`config.mk`:
```
export PLATFORM = sky130hd
export DESIGN_NAME = energy_accum_mode_config
export DESIGN_NICKNAME = d
export VERILOG_FILES = /design/src/hdl/energy_accum_pkg.sv /design/src/hdl/energy_accum_mode_config.sv
export VERILOG_INCLUDE_DIRS = /design/src /design/src/hdl
export SDC_FILE = /design/constraint.sdc
export NUM_CORES = 1
export LEC_CHECK = 0
export BUFFER_PORTS_ARGS = -buffer_cell sky130_fd_sc_hd__buf_2
export CORE_MARGIN = 1
export CORE_UTILIZATION = 35
export CTS_BUF_LIST = sky130_fd_sc_hd__clkbuf_2 sky130_fd_sc_hd__clkbuf_4 sky130_fd_sc_hd__clkbuf_8
export DETAILED_ROUTE_END_ITERATION = 12
export PLACE_DENSITY = 0.71
export RECOVER_POWER = 50
export SKIP_LAST_GASP = 1
export SLEW_MARGIN = 40
export SYNTH_ARGS = -nofsm -noshare
export SYNTH_HDL_FRONTEND = slang
export SYNTH_SLANG_ARGS = --single-unit
```
`constraint.sdc`:
```
create_clock -name mclk -period 2.47 [get_ports mclk]
set_input_delay 0 -clock mclk [delete_from_list [all_inputs] [get_ports mclk]]
set_output_delay 0 -clock mclk [all_outputs]
set_load 0.005 [all_outputs]
```
`src/hdl/energy_accum_map.svh`:
```
`ifndef ENERGY_ACCUM_MAP_SVH
`define ENERGY_ACCUM_MAP_SVH

// register indices; byte address is four times the index
`define IDX_ACC_MODE   10'h00F
`define IDX_GAIN       10'h01B
`define IDX_CAL_SEL    10'h03D
`define IDX_NOLOAD     10'h040
`define IDX_IRQ_STAT   10'h041
`define IDX_IRQ_EN     10'h042
`define IDX_IRQ_CLR    10'h043

// accumulation mode fields
`define ACC_TAMPER_B   7
`define ACC_FAULT_EDGE 6
`define ACC_RSIGN_EDGE 5
`define ACC_ASIGN_EDGE 4
`define ACC_R_ABS      3
`define ACC_R_BY_ACT   2
`define ACC_A_POS      1
`define ACC_A_ABS      0
`define ACC_WR_MASK    8'h7F

// gain fields
`define GAIN_V_HI      7
`define GAIN_V_LO      5
`define GAIN_SIGN_PT   3
`define GAIN_I_HI      2
`define GAIN_I_LO      0
`define GAIN_WR_MASK   8'hEF
`define GAIN_MAX_SHIFT 3'h4

// calibration input select fields
`define CAL_SEL_HI     5
`define CAL_SEL_LO     4
`define CAL_V_GND      3
`define CAL_I_GND      2
`define CAL_WR_MASK    8'h3C

// no-load threshold select field
`define NOLOAD_WR_MASK 8'h03

// interrupt status layout
`define IRQ_ASIGN      3
`define IRQ_RSIGN      4
`define IRQ_FAULT      5
`define IRQ_MASK       8'h38

`define RESET_BYTE     8'h00

`endif

```
`src/hdl/energy_accum_pkg.sv`:
```
package energy_accum_pkg;

	typedef logic [7:0] reg_byte_t;

	// where the sign interrupts look at power
	typedef enum logic
	{
		SIGN_FILTERED,
		SIGN_PER_PULSE
	} sign_point_e;

	// current input choice as stored in the select field
	typedef enum logic [1:0]
	{
		CHAN_AUTO_LO,
		CHAN_FORCE_A,
		CHAN_FORCE_B,
		CHAN_AUTO_HI
	} chan_sel_e;

endpackage
```
`src/hdl/energy_accum_mode_config.sv`:
```
// Summary of operation
// bit 7 reports tamper current channel
// bit 6 picks fault entry or exit
// bit 5 picks reactive sign edge
// bit 4 picks active sign edge
// bit 3 accumulates absolute reactive power
// bit 2 flips reactive by active sign
// bit 1 keeps only positive active power
// bit 0 accumulates absolute active power
// bits 7-5 set voltage gain 1..16
// bits 2-0 set current gain 1..16
// gain bit 3 picks sign detect point
// select field forces input A or B
// calibration bit 3 grounds voltage input
// calibration bit 2 grounds current inputs
// software keeps calibration bits 7-6 zero
// two-bit field sets no-load threshold
// active sign event sets status bit 3
// reserved bits ignore writes, read zero
//
// Implementation choice: the APB register port.
`timescale 1ns/1ps
`include "energy_accum_map.svh"

module energy_accum_mode_config
	import energy_accum_pkg::*;
#(
	parameter int ADDR_WIDTH  = 12,
	parameter int POWER_WIDTH = 24
)
(
	input  wire logic                          mclk,
	input  wire logic                          rst,
	input  wire logic                          psel,
	input  wire logic                          penable,
	input  wire logic                          pwrite,
	input  wire logic [ADDR_WIDTH-1:0]         paddr,
	input  wire logic [31:0]                   pwdata,
	input  wire logic [3:0]                    pstrb,
	output logic                               pready,
	output logic [31:0]                        prdata,
	output logic                               pslverr,
	input  wire logic signed [POWER_WIDTH-1:0] active_power,
	input  wire logic signed [POWER_WIDTH-1:0] reactive_power,
	input  wire logic                          power_valid,
	input  wire logic                          energy_pulse_output,
	input  wire logic                          energy_pulse_negative,
	input  wire logic                          reactive_pulse_output,
	input  wire logic                          reactive_pulse_negative,
	input  wire logic                          fault_mode,
	input  wire logic                          tamper_prefers_b,
	output logic signed [POWER_WIDTH-1:0]      active_contrib,
	output logic signed [POWER_WIDTH-1:0]      reactive_contrib,
	output logic                               contrib_valid,
	output logic [2:0]                         voltage_gain_shift,
	output logic [2:0]                         current_gain_shift,
	output logic                               current_uses_b,
	output logic                               voltage_input_ground,
	output logic                               current_input_ground,
	output logic [1:0]                         noload_threshold_sel,
	output logic                               irq
);

	reg_byte_t                      accum_mode;
	reg_byte_t                      gain_cfg;
	reg_byte_t                      cal_sel;
	reg_byte_t                      noload_sel;
	reg_byte_t                      irq_status;
	reg_byte_t                      irq_enable;
	logic [6:0]                     accum_cfg;
	logic                           active_neg_prev;
	logic                           reactive_neg_prev;
	logic                           fault_prev;
	logic                           setup_ok;
	logic                           access_done;
	logic                           wr_byte0;
	logic [9:0]                     reg_index;
	logic                           mapped;
	reg_byte_t                      next_rdata;
	logic                           active_event;
	logic                           reactive_event;
	logic                           active_neg_now;
	logic                           reactive_neg_now;
	logic                           active_change;
	logic                           reactive_change;
	logic                           fault_change;
	reg_byte_t                      event_bits;
	sign_point_e                    sign_point;
	chan_sel_e                      chan_choice;
	logic signed [POWER_WIDTH-1:0]  next_active;
	logic signed [POWER_WIDTH-1:0]  next_reactive;

	// gain code to shift count; codes above 100 are clamped to gain 16
	function automatic logic [2:0] gain_shift(input logic [2:0] code);
		if (code > `GAIN_MAX_SHIFT)
		begin
			return `GAIN_MAX_SHIFT;
		end
		return code;
	endfunction

	// apb decode; access phase is two cycles, pready registered
	assign reg_index   = paddr[11:2];
	assign setup_ok    = psel && penable && !pready;
	assign access_done = psel && penable && pready;
	assign wr_byte0    = access_done && pwrite && pstrb[0];

	// index decode, shared by read mux and error flag
	always_comb
	begin
		mapped     = 1'b1;
		next_rdata = `RESET_BYTE;
		unique case (reg_index)
			`IDX_ACC_MODE: next_rdata = accum_mode;
			`IDX_GAIN:     next_rdata = gain_cfg;
			`IDX_CAL_SEL:  next_rdata = cal_sel;
			`IDX_NOLOAD:   next_rdata = noload_sel;
			`IDX_IRQ_STAT: next_rdata = irq_status;
			`IDX_IRQ_EN:   next_rdata = irq_enable;
			`IDX_IRQ_CLR:  next_rdata = `RESET_BYTE;
			default:       mapped     = 1'b0;
		endcase
	end

	// bus answer: ready one cycle into the access phase
	always_ff @(posedge mclk)
	begin
		if (rst)
		begin
			pready  <= 1'b0;
			prdata  <= 32'h0000_0000;
			pslverr <= 1'b0;
		end
		else
		begin
			pready <= setup_ok;
			if (setup_ok)
			begin
				prdata  <= pwrite ? 32'h0000_0000 : {24'h00_0000, next_rdata};
				pslverr <= !mapped;
			end
			else
			begin
				pslverr <= 1'b0;
			end
		end
	end

	// accumulation mode, read-only channel bit kept apart
	always_ff @(posedge mclk)
	begin
		if (rst)
		begin
			accum_cfg <= 7'h00;
		end
		else if (wr_byte0 && reg_index == `IDX_ACC_MODE)
		begin
			accum_cfg <= 7'(pwdata[7:0] & `ACC_WR_MASK);
		end
	end

	// tamper channel report; one driver for the whole byte
	assign accum_mode = {current_uses_b, accum_cfg};

	// gain register; reserved bit 4 never stored
	always_ff @(posedge mclk)
	begin
		if (rst)
		begin
			gain_cfg <= `RESET_BYTE;
		end
		else if (wr_byte0 && reg_index == `IDX_GAIN)
		begin
			// reserved gain bit dropped
			gain_cfg <= pwdata[7:0] & `GAIN_WR_MASK;
		end
	end

	// calibration select; bits 7-6 and 1-0 not stored
	always_ff @(posedge mclk)
	begin
		if (rst)
		begin
			cal_sel <= `RESET_BYTE;
		end
		else if (wr_byte0 && reg_index == `IDX_CAL_SEL)
		begin
			// reserved calibration bits dropped
			cal_sel <= pwdata[7:0] & `CAL_WR_MASK;
		end
	end

	// no-load threshold select, two bits
	always_ff @(posedge mclk)
	begin
		if (rst)
		begin
			noload_sel <= `RESET_BYTE;
		end
		else if (wr_byte0 && reg_index == `IDX_NOLOAD)
		begin
			noload_sel <= pwdata[7:0] & `NOLOAD_WR_MASK;
		end
	end

	// interrupt enable, same layout as status
	always_ff @(posedge mclk)
	begin
		if (rst)
		begin
			irq_enable <= `RESET_BYTE;
		end
		else if (wr_byte0 && reg_index == `IDX_IRQ_EN)
		begin
			irq_enable <= pwdata[7:0] & `IRQ_MASK;
		end
	end

	// configuration outputs, all registered
	always_ff @(posedge mclk)
	begin
		if (rst)
		begin
			voltage_gain_shift   <= 3'h0;
			current_gain_shift   <= 3'h0;
			voltage_input_ground <= 1'b0;
			current_input_ground <= 1'b0;
			noload_threshold_sel <= 2'h0;
		end
		else
		begin
			// voltage gain decode
			voltage_gain_shift   <= gain_shift(gain_cfg[`GAIN_V_HI:`GAIN_V_LO]);
			// current gain decode
			current_gain_shift   <= gain_shift(gain_cfg[`GAIN_I_HI:`GAIN_I_LO]);
			// voltage input grounding
			voltage_input_ground <= cal_sel[`CAL_V_GND];
			// current input grounding
			current_input_ground <= cal_sel[`CAL_I_GND];
			// threshold code, 00 disables
			noload_threshold_sel <= noload_sel[1:0];
		end
	end

	// channel choice; auto codes follow the tamper logic
	assign chan_choice = chan_sel_e'(cal_sel[`CAL_SEL_HI:`CAL_SEL_LO]);

	always_ff @(posedge mclk)
	begin
		if (rst)
		begin
			current_uses_b <= 1'b0;
		end
		else
		begin
			// forced or automatic input
			unique case (chan_choice)
				CHAN_FORCE_A:               current_uses_b <= 1'b0;
				CHAN_FORCE_B:               current_uses_b <= 1'b1;
				CHAN_AUTO_LO, CHAN_AUTO_HI: current_uses_b <= tamper_prefers_b;
			endcase
		end
	end

	// active term; absolute wins over positive-only if both set
	always_comb
	begin
		next_active = active_power;
		// absolute active value
		if (accum_mode[`ACC_A_ABS])
		begin
			next_active = active_power[POWER_WIDTH-1] ? -active_power : active_power;
		end
		// drop negative active power
		else if (accum_mode[`ACC_A_POS] && active_power[POWER_WIDTH-1])
		begin
			next_active = '0;
		end
	end

	// reactive term; absolute wins over signed-by-active
	always_comb
	begin
		next_reactive = reactive_power;
		// absolute reactive value
		if (accum_mode[`ACC_R_ABS])
		begin
			next_reactive = reactive_power[POWER_WIDTH-1] ? -reactive_power
				: reactive_power;
		end
		// reactive sign follows active
		else if (accum_mode[`ACC_R_BY_ACT] && active_power[POWER_WIDTH-1])
		begin
			next_reactive = -reactive_power;
		end
	end

	// one shaped term per sample, feeding register and pulse path alike
	always_ff @(posedge mclk)
	begin
		if (rst)
		begin
			active_contrib   <= '0;
			reactive_contrib <= '0;
			contrib_valid    <= 1'b0;
		end
		else
		begin
			contrib_valid <= power_valid;
			if (power_valid)
			begin
				active_contrib   <= next_active;
				reactive_contrib <= next_reactive;
			end
		end
	end

	// sign detect point select
	assign sign_point = sign_point_e'(gain_cfg[`GAIN_SIGN_PT]);

	// sign source: filtered samples or per output pulse
	always_comb
	begin
		if (sign_point == SIGN_PER_PULSE)
		begin
			active_event     = energy_pulse_output;
			active_neg_now   = energy_pulse_negative;
			reactive_event   = reactive_pulse_output;
			reactive_neg_now = reactive_pulse_negative;
		end
		else
		begin
			active_event     = power_valid;
			active_neg_now   = active_power[POWER_WIDTH-1];
			reactive_event   = power_valid;
			reactive_neg_now = reactive_power[POWER_WIDTH-1];
		end
	end

	// remembered signs; first sample after reset counts from positive
	always_ff @(posedge mclk)
	begin
		if (rst)
		begin
			active_neg_prev   <= 1'b0;
			reactive_neg_prev <= 1'b0;
			fault_prev        <= 1'b0;
		end
		else
		begin
			fault_prev <= fault_mode;
			if (active_event)
			begin
				active_neg_prev <= active_neg_now;
			end
			if (reactive_event)
			begin
				reactive_neg_prev <= reactive_neg_now;
			end
		end
	end

	// active edge selection
	assign active_change = active_event && (active_neg_now != active_neg_prev)
		&& (active_neg_now != accum_mode[`ACC_ASIGN_EDGE]);

	// reactive edge selection
	assign reactive_change = reactive_event && (reactive_neg_now != reactive_neg_prev)
		&& (reactive_neg_now != accum_mode[`ACC_RSIGN_EDGE]);

	// fault entry or return
	assign fault_change = (fault_mode != fault_prev)
		&& (fault_mode != accum_mode[`ACC_FAULT_EDGE]);

	// event vector in status layout
	always_comb
	begin
		event_bits = `RESET_BYTE;
		// active sign sets bit 3
		event_bits[`IRQ_ASIGN] = active_change;
		event_bits[`IRQ_RSIGN] = reactive_change;
		event_bits[`IRQ_FAULT] = fault_change;
	end

	// sticky status; a new event beats a clear in the same cycle
	always_ff @(posedge mclk)
	begin
		if (rst)
		begin
			irq_status <= `RESET_BYTE;
		end
		else if (wr_byte0 && reg_index == `IDX_IRQ_CLR)
		begin
			irq_status <= ((irq_status & ~pwdata[7:0]) | event_bits) & `IRQ_MASK;
		end
		else
		begin
			irq_status <= (irq_status | event_bits) & `IRQ_MASK;
		end
	end

	// level interrupt, one cycle behind status
	always_ff @(posedge mclk)
	begin
		if (rst)
		begin
			irq <= 1'b0;
		end
		else
		begin
			irq <= |(irq_status & irq_enable);
		end
	end

endmodule

```
==> flow_summary.toml, run 1 <==
[worst_setup_path]
peak_per_stage_delay_on_the_critical_path_ns = 0.54
worst-path-max-fanout = 4
cp_slowest_cell = "sky130_fd_sc_hd__dlygate4sd3_1"
worst-setup-path-type = "in2reg"
critical_path.endpoint_type = "register"
startpoint_type = "primary input"
cp_data_required_time_ns = 2.74
critical_path.cell_chain = "dlygate4sd3_1, buf_2, nor4_2, nand4b_1, or3_1, nor3_1, ha_1, nor2_1, a211o_1, a31oi_1, nor2_1"
cp_data_arrival_time_ns = 2.49
crit_path_frequent_cell = "sky130_fd_sc_hd__nor2_1"

[cells_and_area]
final_net_count = 921
antennaDiodeCount = 0
utilization = 0.461
multi_input_comb_area_um2 = 2970
layout.area.seq_um2 = 2000
drive_gt1_frac = 0.204
fill_cells = 1460
area_growth_syn_to_layout_pct = 28.5

[yosys]
synth.top_cells.by_area = "sky130_fd_sc_hd__dfxtp_1, sky130_fd_sc_hd__nor2_1, sky130_fd_sc_hd__mux2i_1, sky130_fd_sc_hd__nand2_1, sky130_fd_sc_hd__a211oi_1"
synth-edff-count = 0
ys_types = 64
part_of_the_yosys_area_used_for_sequential_elements = 0.382
yosysTopAreaCellShare = 0.382
yosys-top-cells-count = "sky130_fd_sc_hd__dfxtp_1, sky130_fd_sc_hd__nor2_1, sky130_fd_sc_hd__nand2_1, sky130_fd_sc_hd__a211oi_1"
ys_warn_count = 0
yosysTopAreaCell = "sky130_fd_sc_hd__dfxtp_1"
post-synth-top-count-cell = "sky130_fd_sc_hd__dfxtp_1"
ys_seq_elements = 100
synth_async_sr_flop_share = 0
syn_area_per_cell_um2 = 8.47
postSynth.topFlopCell = "sky130_fd_sc_hd__dfxtp_1"
mappedNetlistArea_um2 = 5240
postSynthCellCount = 618

[clocking]
clkTransAtPathRegs_ns = 0.10
tritoncts_clock_tree = "done"
cts_max_level = 3
clockBufferDepth = 2
cts_root_buffer = "sky130_fd_sc_hd__clkbuf_8"
numCtsBuffers = 9
later_pin_clock_latency_in_the_skew_report_ns = 0.39
cts.sink_count = 100

[outcome]
violations = "max-capacitance violations, max-slew violations"
status = "finished with violations"

[global_route]
maximum_number_of_pins_on_one_net_before_global_route_repair = 51
tot_gr_track_use = 0.195
initial_antenna_violation_count = 0
grt_first_pass_wirelength_um = 24400
grt_pass1_vias = 4873
globalRouteOverflowTotal = 0

[floorplanning]
die_y_um = 124
design.die.area_um2 = 15500
die_x_um = 124
std_cell_rows = 44
floorplan.io_pins = 203
initial_utilization = 0.359
core_um2 = 14600

[sta]
setup_viol_count_final = 0
max_freq_ghz = 0.450
clock-skew-final_ns = 0.00900
slew-limit-headroom = -0.0105
final_critical_path_setup_slack_ns = 0.249
fin_tns_setup_ns = 0
unrepaired_setup_endpoints_after_global_routing = "no"
finalHoldViolCount = 0
timing_worst_slew_pin_value_ns = 1.52
min_period_over_period = 0.899
slew_viol_final = 37
period_minus_slack_ns = 2.22

[detailed_routing]
drt_pass1_iterations = 5
drcViolationCount = 0
drt_first_iter_violations = 318
detailroute.wirelength.met2_um = 7110
routed_wl_um = 14900
detail_route.wl_per_cell_um = 15.0
topRoutingLayerUsed = "met4"
final_antenna_net_count = 0
post_route_m1_wl_um = 6800
avgViaCountPerCell = 5.17
met3_wirelength_um = 713
via_count = 5154

[min_path]
hold_path.class = "in2reg"

[place]
place.gp.congestion = 0.834
hpwlAfterDp_um = 10400
place.port_buffers = 149
preCtsSetupSlack_ns = 0.377

[job]
timing.max_cap.violations = 1

[power]
ir_drop_mv = 0.209
power.static_leakage_uw = 0.00279
total_power_uw = 3160
power_per_cell_area_nw_per_um2 = 470
[cells by family (layout without fill, tap and decap cells)]
logic type | Yosys count | in the layout | synth area share
adder cells (fa/ha/maj) | 5 | 5 | 0.0119
buffers and inverters | 68 | 240 | 0.0683
XOR/XNOR | 19 | 19 | 0.0318
multiplexers | 35 | 35 | 0.0698
flip-flops | 100 | 100 | 0.382
AO/OA/AOI/OAI | 141 | 141 | 0.189
AND/OR/NAND/NOR | 249 | 249 | 0.247
other | 1 | 24 | 0.000716
[through the flow]
step           instances  hold WS, ns  instance area (µm²)
2_1_floorplan        641        0.128                 5320
3_3_place_gp         929        0.231                 6070
3_5_place_dp         929        0.240                 6070
4_1_cts              996      0.00467                 6760
5_1_grt              997       0.0244                 6730
6_report             997       0.0317                 6730
[metal layers]
layer	track usage	vias to the layer above
met4	0.0631	0
met2	0.327	149
li1	-	2571
met1	0.245	2408
met3	0.0455	26
met5	0	-
[report_power, final]
| part | switching (µW) | internal, µW |
|---|---|---|
| Combinational | 261 | 216 |
| Sequential | 32.8 | 1670 |
| Clock | 608 | 371 |
[final timing paths]
check,startpoint,endpoint,slack [ns],cells after the start
setup / recovery,reactive_power[8],reactive_contrib[23]$_SDFFE_PP0P_,0.25,11
hold / removal,active_power[5],active_contrib[5]$_SDFFE_PP0P_,0.03,3
setup reg to reg,accum_cfg[3]$_SDFFE_PP0P_,reactive_contrib[22]$_SDFFE_PP0P_,0.34,5
hold reg to reg,active_contrib[23]$_SDFFE_PP0P_,active_contrib[23]$_SDFFE_PP0P_,0.46,2
[registers in the layout (all words and copies together), names as in the netlist, 4 cells and up]
name / count
reactive_contrib: 24
accum_cfg: 7
cal_sel: 4
prdata: 8
active_contrib: 24
gain_cfg: 7
[repair_timing]
action	in CTS	in global routing
resized for setup	0	1
setup buffers	0	1
hold endpoints to repair	68	0
setup endpoints to repair	0	1
hold buffers	51	0
[cell type report]
class / count / share of cell area
clock inverters: 7 / 0.00762
clock buffers: 9 / 0.0184
flip-flops and latches: 100 / 0.297
multi-input cells: 473 / 0.442
inverters: 12 / 0.00669
repair buffers: 212 / 0.194
well taps: 184 / 0.0342
[critical path: cells and delay by family]
kind / cells / cell delay [ns]
AOI/OAI and AO/OA: 2 / 0.41
buffers and inverters: 2 / 0.69
adders and majority gates: 1 / 0.15
and+or+nand+nor: 6 / 1.24
[cell usage in the layout (no fill, tap or decap), types with 5 or more instances in the layout]
master                          Yosys  layout
sky130_fd_sc_hd__buf_2              4     120
sky130_fd_sc_hd__dfxtp_1          100     100
sky130_fd_sc_hd__nor2_1            80      79
sky130_fd_sc_hd__nand2_1           59      59
sky130_fd_sc_hd__dlygate4sd3_1      0      51
sky130_fd_sc_hd__clkbuf_1          24      30
sky130_fd_sc_hd__a211oi_1          25      25
sky130_fd_sc_hd__a21oi_1           24      24
sky130_fd_sc_hd__conb_1             1      24
sky130_fd_sc_hd__nand3_1           23      23
sky130_fd_sc_hd__mux2i_1           23      23
sky130_fd_sc_hd__a31oi_1           13      13
sky130_fd_sc_hd__nor2b_1           13      13
sky130_fd_sc_hd__nor3_1            12      12
sky130_fd_sc_hd__o21ai_1           12      12
sky130_fd_sc_hd__o31ai_1           12      12
sky130_fd_sc_hd__inv_1             11      11
sky130_fd_sc_hd__xnor2_1           11      11
sky130_fd_sc_hd__buf_4             24      11
sky130_fd_sc_hd__o21ai_0            9       9
sky130_fd_sc_hd__and3_1             9       9
sky130_fd_sc_hd__clkbuf_8           0       9
sky130_fd_sc_hd__xor2_1             8       8
sky130_fd_sc_hd__mux2_1             8       8
sky130_fd_sc_hd__a32oi_1            8       8
sky130_fd_sc_hd__a22o_1             7       7
sky130_fd_sc_hd__or3_1              6       6
sky130_fd_sc_hd__nor4_1             7       6
sky130_fd_sc_hd__a221oi_1           6       6
sky130_fd_sc_hd__a211o_1            5       5
sky130_fd_sc_hd__ha_1               5       5
No activity file was read; power rests on OpenSTA's default activity.
==> run 2, diff against run 1 <==
==> constraint.sdc (replaced) <==
create_clock -name mclk -period 2.7 [get_ports mclk]
set_input_delay 0 -clock mclk [delete_from_list [all_inputs] [get_ports mclk]]
set_output_delay 0 -clock mclk [all_outputs]
set_load 0.005 [all_outputs]
==> run 2 against run 1 <==
Compared with the run above: the run still ends with max-capacitance violations, max-slew violations left; worst hold slack improved by 0.0034 ns; die area is the same; power down 5.5%; first-iteration DRC count is 11% higher; critical path depth is the same; non-clock buffer count fell by 9; cell count is 0.90% lower; via count is 2.0% lower; combinational power is 10% lower; count of clock-buffer cells in the layout did not move; core utilization is 0.42 points lower; largest cell class unchanged; highest routed layer unchanged.
==> flow_summary.toml, run 2 (synthesis gave the netlist of run 1 again) <==
[cells_and_area]
post-route-cell-area_um2 = 6670
multi_input_comb_area_um2 = 2970
final_common_cell = "sky130_fd_sc_hd__buf_2"
final_net_count = 912
antennaDiodeCount = 0
layout_top_registers = "active_contrib (24), reactive_contrib (24), prdata (8)"
layout.area.seq_um2 = 2000
fill_cells = 1415
area_growth_syn_to_layout_pct = 27.4
most-common-layout-cells = "sky130_fd_sc_hd__buf_2, sky130_fd_sc_hd__dfxtp_1, sky130_fd_sc_hd__nor2_1"
drive_gt1_frac = 0.195

[floorplanning]
initial_utilization = 0.359
floorplan.io_pins = 203
core_um2 = 14600
design.die.area_um2 = 15500
std_cell_rows = 44
die_x_um = 124
die_y_um = 124

[sta]
period_minus_slack_ns = 2.47
timing_worst_slew_pin_value_ns = 2.40
slew-limit-headroom = -0.597
fin_tns_setup_ns = 0
hold-worst-slack_ns = 0.0351
slew_viol_final = 57
min_period_over_period = 0.914
setup_viol_count_final = 0
clock-skew-final_ns = 0.00811
max_freq_ghz = 0.405
finalHoldViolCount = 0
unrepaired_setup_endpoints_after_global_routing = "no"

[clocking]
cts_repair_resize_count = 0
tritoncts_clock_tree = "done"
clockBufferDepth = 2
cts_hold_buf = 48
cts.sink_count = 100
cts_max_level = 3
numCtsBuffers = 9
number_of_setup_buffers_added_after_cts = 0
cts_root_buffer = "sky130_fd_sc_hd__clkbuf_8"
later_pin_clock_latency_in_the_skew_report_ns = 0.38
clkTransAtPathRegs_ns = 0.10

[worst_setup_path]
cp_data_arrival_time_ns = 2.73
cp_data_required_time_ns = 2.96
worst-path-max-fanout = 8
critical_path.endpoint_type = "register"
worst-setup-path-type = "in2reg"
crit_path_frequent_cell = "sky130_fd_sc_hd__nor2_1"
peak_per_stage_delay_on_the_critical_path_ns = 0.54
critical_path.cell_chain = "dlygate4sd3_1, buf_2, nor4_4, nand4b_1, or3_1, nor3_1, ha_1, nor2_1, a211o_1, a31oi_1, nor2_1"
startpoint_type = "primary input"
cp_slowest_cell = "sky130_fd_sc_hd__dlygate4sd3_1"

[power]
internal_power_uw = 2160
total_power_uw = 2990
p_switching_uw = 828
ir_drop_mv = 0.208
share_clk_of_total_power = 0.335
comb_power_share = 0.143
power_per_cell_area_nw_per_um2 = 448
switching_share = 0.277
power.static_leakage_uw = 0.00276
seq_power_share = 0.522

[detailed_routing]
avgViaCountPerCell = 5.11
final_antenna_net_count = 0
via_count = 5050
drt_pass1_iterations = 5
drt_first_iter_violations = 353
routed_wl_um = 14500
drcViolationCount = 0
detail_route.wl_per_cell_um = 14.7

[global_route]
maximum_number_of_pins_on_one_net_before_global_route_repair = 57
tot_gr_track_use = 0.191
grt_pass1_vias = 4752
grt_first_pass_wirelength_um = 23900
globalRouteOverflowTotal = 0
initial_antenna_violation_count = 0

[outcome]
violations = "max-capacitance violations, max-slew violations"
status = "finished with violations"

[job]
timing.max_cap.violations = 1

[place]
place.gp.congestion = 0.822
place.port_buffers = 149
hpwlAfterDp_um = 10200
placed_cell_area_um2 = 6030

[min_path]
hold_path.class = "in2reg"
-- run 2: worst paths after layout --
| path | start | to | slack [ns] | depth (start not counted) |
|---|---|---|---|---|
| hold reg to reg | reactive_contrib[12]$_SDFFE_PP0P_ | reactive_contrib[12]$_SDFFE_PP0P_ | 0.45 | 2 |
| setup / recovery | reactive_power[5] | reactive_contrib[23]$_SDFFE_PP0P_ | 0.23 | 11 |
| hold / removal | active_power[14] | active_contrib[14]$_SDFFE_PP0P_ | 0.04 | 3 |
| setup reg to reg | accum_cfg[0]$_SDFFE_PP0P_ | active_contrib[2]$_SDFFE_PP0P_ | 0.81 | 5 |
-- run 2: final cells by class --
class	instances	share of cell area
clock buffer	9	0.0186
inverter	12	0.00675
sequential	100	0.300
tap	184	0.0345
multi-input combinational	473	0.445
timing repair buffer	203	0.184
clock inverter	7	0.0114
-- run 2: critical path, delay by kind of cell --
family / cells / cell delay [ns]
AO/OA/AOI/OAI: 2 / 0.41
AND/OR/NAND/NOR: 6 / 1.48
adder cells (fa/ha/maj): 1 / 0.15
buffers and inverters: 2 / 0.69
-- run 2: metrics by stage --
stage,setup WS [ns],std cells,util
2_1_floorplan,0.843,641,-
3_3_place_gp,0.425,924,0.413
3_5_place_dp,0.384,924,0.414
4_1_cts,0.250,988,0.460
5_1_grt,0.0320,988,0.457
6_report,0.232,988,0.457
-- run 2: layer usage --
metal | wire [µm] | track usage
met1 | 6700 | 0.247
met2 | 6780 | 0.308
met3 | 691 | 0.0374
met4 | 342 | 0.0822
met5 | 0 | 0
-- run 2: power by group through the flow --
| stage | clock network (µW) | logic, µW | registers (µW) |
|---|---|---|---|
| after floorplan | 0 | 203 | 1600 |
| after global placement | 0 | 372 | 1590 |
| after detailed placement | 0 | 375 | 1590 |
| after CTS | 1040 | 431 | 1560 |
| after global routing | 1100 | 473 | 1570 |
| final | 1000 | 427 | 1560 |
==> run 3, diff against run 2 <==
--- a/config.mk
+++ b/config.mk
@@ -9,7 +9,6 @@
 export BUFFER_PORTS_ARGS = -buffer_cell sky130_fd_sc_hd__buf_2
 export CORE_MARGIN = 1
 export CORE_UTILIZATION = 35
-export CTS_BUF_LIST = sky130_fd_sc_hd__clkbuf_2 sky130_fd_sc_hd__clkbuf_4 sky130_fd_sc_hd__clkbuf_8
 export DETAILED_ROUTE_END_ITERATION = 12
 export PLACE_DENSITY = 0.71
 export RECOVER_POWER = 50
==> run 3 against run 2 <==
Compared with the run above: the run still ends with max-capacitance violations, max-slew violations left; clock skew increased by 0.00077 ns; die area unchanged; fmax down 0.75%; via count is 1.4% lower; routed wire length is 1.6% lower; sequential share of layout area rose by 0.15 points; design area shrank 0.51%; clock power grew 33%; core utilization shrank 0.23 points; critical path type unchanged.
==> flow_summary.toml, run 3 (synthesis gave the netlist of run 1 again) <==
[clocking]
number_of_setup_buffers_added_after_cts = 0
numCtsBuffers = 9
cts_max_level = 3
cts_hold_buf = 34
cts_repair_resize_count = 0
tritoncts_clock_tree = "done"
clockBufferDepth = 2
clkTransAtPathRegs_ns = 0.07
cts.sink_count = 100
later_pin_clock_latency_in_the_skew_report_ns = 0.35
cts_root_buffer = "sky130_fd_sc_hd__clkbuf_16"

[worst_setup_path]
critical_path.endpoint_type = "register"
peak_per_stage_delay_on_the_critical_path_ns = 0.53
startpoint_type = "primary input"
regToRegSetupSlack_ns = 0.81
critical_path.reg2reg.startpoint = "accum_cfg[0]$_SDFFE_PP0P_"
cp_num_buf_inv = 2
critical_path.cell_chain = "dlygate4sd3_1, buf_2, nor4_4, nand4b_1, or3_1, nor3_1, ha_1, nor2_1, a211o_1, a31oi_1, nor2_1"
crit_path_frequent_cell = "sky130_fd_sc_hd__nor2_1"
cp_data_required_time_ns = 2.93
cp_data_arrival_time_ns = 2.72
first_element_of_the_critical_path = "reactive_power[5]"
worst-setup-path-type = "in2reg"
cpLargestDelayFamily = "simple AND/OR/NAND/NOR gates"
worst_r2r_path_depth = 5
worst-path-max-fanout = 8
capture_point_of_the_worst_reg_to_reg_path = "active_contrib[2]$_SDFFE_PP0P_"
cp_slowest_cell = "sky130_fd_sc_hd__dlygate4sd3_1"

[global_route]
globalRouteOverflowTotal = 0
grt_first_pass_wirelength_um = 23300
initial_antenna_violation_count = 1
maximum_number_of_pins_on_one_net_before_global_route_repair = 57
grt_pass1_vias = 4659
tot_gr_track_use = 0.187

[power]
ir_drop_mv = 0.280
power_per_cell_area_nw_per_um2 = 497
power.static_leakage_uw = 0.00275

[detailed_routing]
final_antenna_net_count = 0
via_count = 4978
avgViaCountPerCell = 5.11
detail_route.wl_per_cell_um = 14.7
drt_first_iter_violations = 303
routed_wl_um = 14300
drcViolationCount = 0
drt_pass1_iterations = 5

[cells_and_area]
most-common-layout-cells = "sky130_fd_sc_hd__buf_2, sky130_fd_sc_hd__dfxtp_1, sky130_fd_sc_hd__nor2_1"
fill_cells = 1418
drive_gt1_frac = 0.201
layout_top_registers = "active_contrib (24), reactive_contrib (24), prdata (8)"
final_common_cell = "sky130_fd_sc_hd__buf_2"
final_net_count = 898
area_growth_syn_to_layout_pct = 26.7
finalNonFillerCells = 975
utilization = 0.455

[min_path]
hold_path.class = "in2reg"
holdPathEnd = "reactive_contrib[21]$_SDFFE_PP0P_"
whs_path_depth = 3
hp-start = "reactive_power[21]"

[sta]
fin_tns_setup_ns = 0
unrepaired_setup_endpoints_after_global_routing = "no"
clock-skew-final_ns = 0.00888
min_period_over_period = 0.921
max_freq_ghz = 0.402
period_minus_slack_ns = 2.49
timing_worst_slew_pin_value_ns = 2.42
slew-limit-headroom = -0.613
finalHoldViolCount = 0
setup_viol_count_final = 0
slew_viol_final = 57

[job]
timing.max_cap.violations = 1

[outcome]
violations = "max-capacitance violations, max-slew violations"
status = "finished with violations"

[floorplanning]
design.die.area_um2 = 15500
std_cell_rows = 44
die_y_um = 124
floorplan.io_pins = 203
die_x_um = 124
core_um2 = 14600
initial_utilization = 0.359

[place]
place.gp.congestion = 0.822
placedCellCount = 924
place.port_buffers = 149
hpwlAfterDp_um = 10200
## run 3: changes by cell type in the layout (fill, tap and decap cells not counted), sizes merged
cell         previous run  this run
dlygate4sd3            48        34
buf                   124       126
clkbuf                 40        38
diode                   0         1
## run 3: final cells by class
| class | count | area, µm² | area share |
|---|---|---|---|
| multi-input combinational | 473 | 2970 | 0.447 |
| sequential | 100 | 2000 | 0.302 |
| timing repair buffer | 189 | 1090 | 0.164 |
| tap | 184 | 230 | 0.0347 |
| clock buffer | 9 | 225 | 0.0339 |
| clock inverter | 7 | 76.3 | 0.0115 |
| inverter | 12 | 45.0 | 0.00679 |
| antenna | 1 | 2.50 | 0.000377 |
## run 3: worst max path at each step
stage / cells after the start / endpoint
5_1_grt: 11 / reactive_contrib[23]$_SDFFE_PP0P_
6_report: 11 / reactive_contrib[23]$_SDFFE_PP0P_
2_1_floorplan: 9 / reactive_contrib[23]$_SDFFE_PP0P_
3_5_place_dp: 10 / reactive_contrib[23]$_SDFFE_PP0P_
3_3_place_gp: 10 / reactive_contrib[23]$_SDFFE_PP0P_
4_1_cts: 11 / reactive_contrib[23]$_SDFFE_PP0P_
## run 3: metrics by stage
step | setup slack (ns) | hold slack, ns | power, µW | area, µm²
floorplan | 0.843 | 0.128 | 1800 | 5320
finish | 0.214 | 0.0117 | 3300 | 6640
detailed placement | 0.384 | 0.249 | 1970 | 6030
global route | 0.00648 | 0.0279 | 3460 | 6640
global placement | 0.425 | 0.231 | 1960 | 6030
CTS | 0.206 | 0.000993 | 3340 | 6680
## run 3: where the power goes
part / switching [µW] / leakage [µW] / internal, µW
sequential: 29.1 / 0.000819 / 1530
combinational: 230 / 0.00179 / 181
clock: 605 / 0.000147 / 725
total: 864 / 0.00275 / 2440
## run 3: layer usage
metal  global-route usage  share of wire  vias up  routed length, µm
met1                0.245           0.46     2267               6590
met2                0.297           0.47      163               6660
met3               0.0378          0.051       23                724
met5                    0              0        -                  0
met4               0.0794          0.022        0                312
li1                     -              -     2525                  -
## run 3: tightest hold or removal path, cell delays in order
cell and delay, ns:
sky130_fd_sc_hd__buf_2 0.11, sky130_fd_sc_hd__xor2_1 0.13, sky130_fd_sc_hd__a211oi_1 0.07
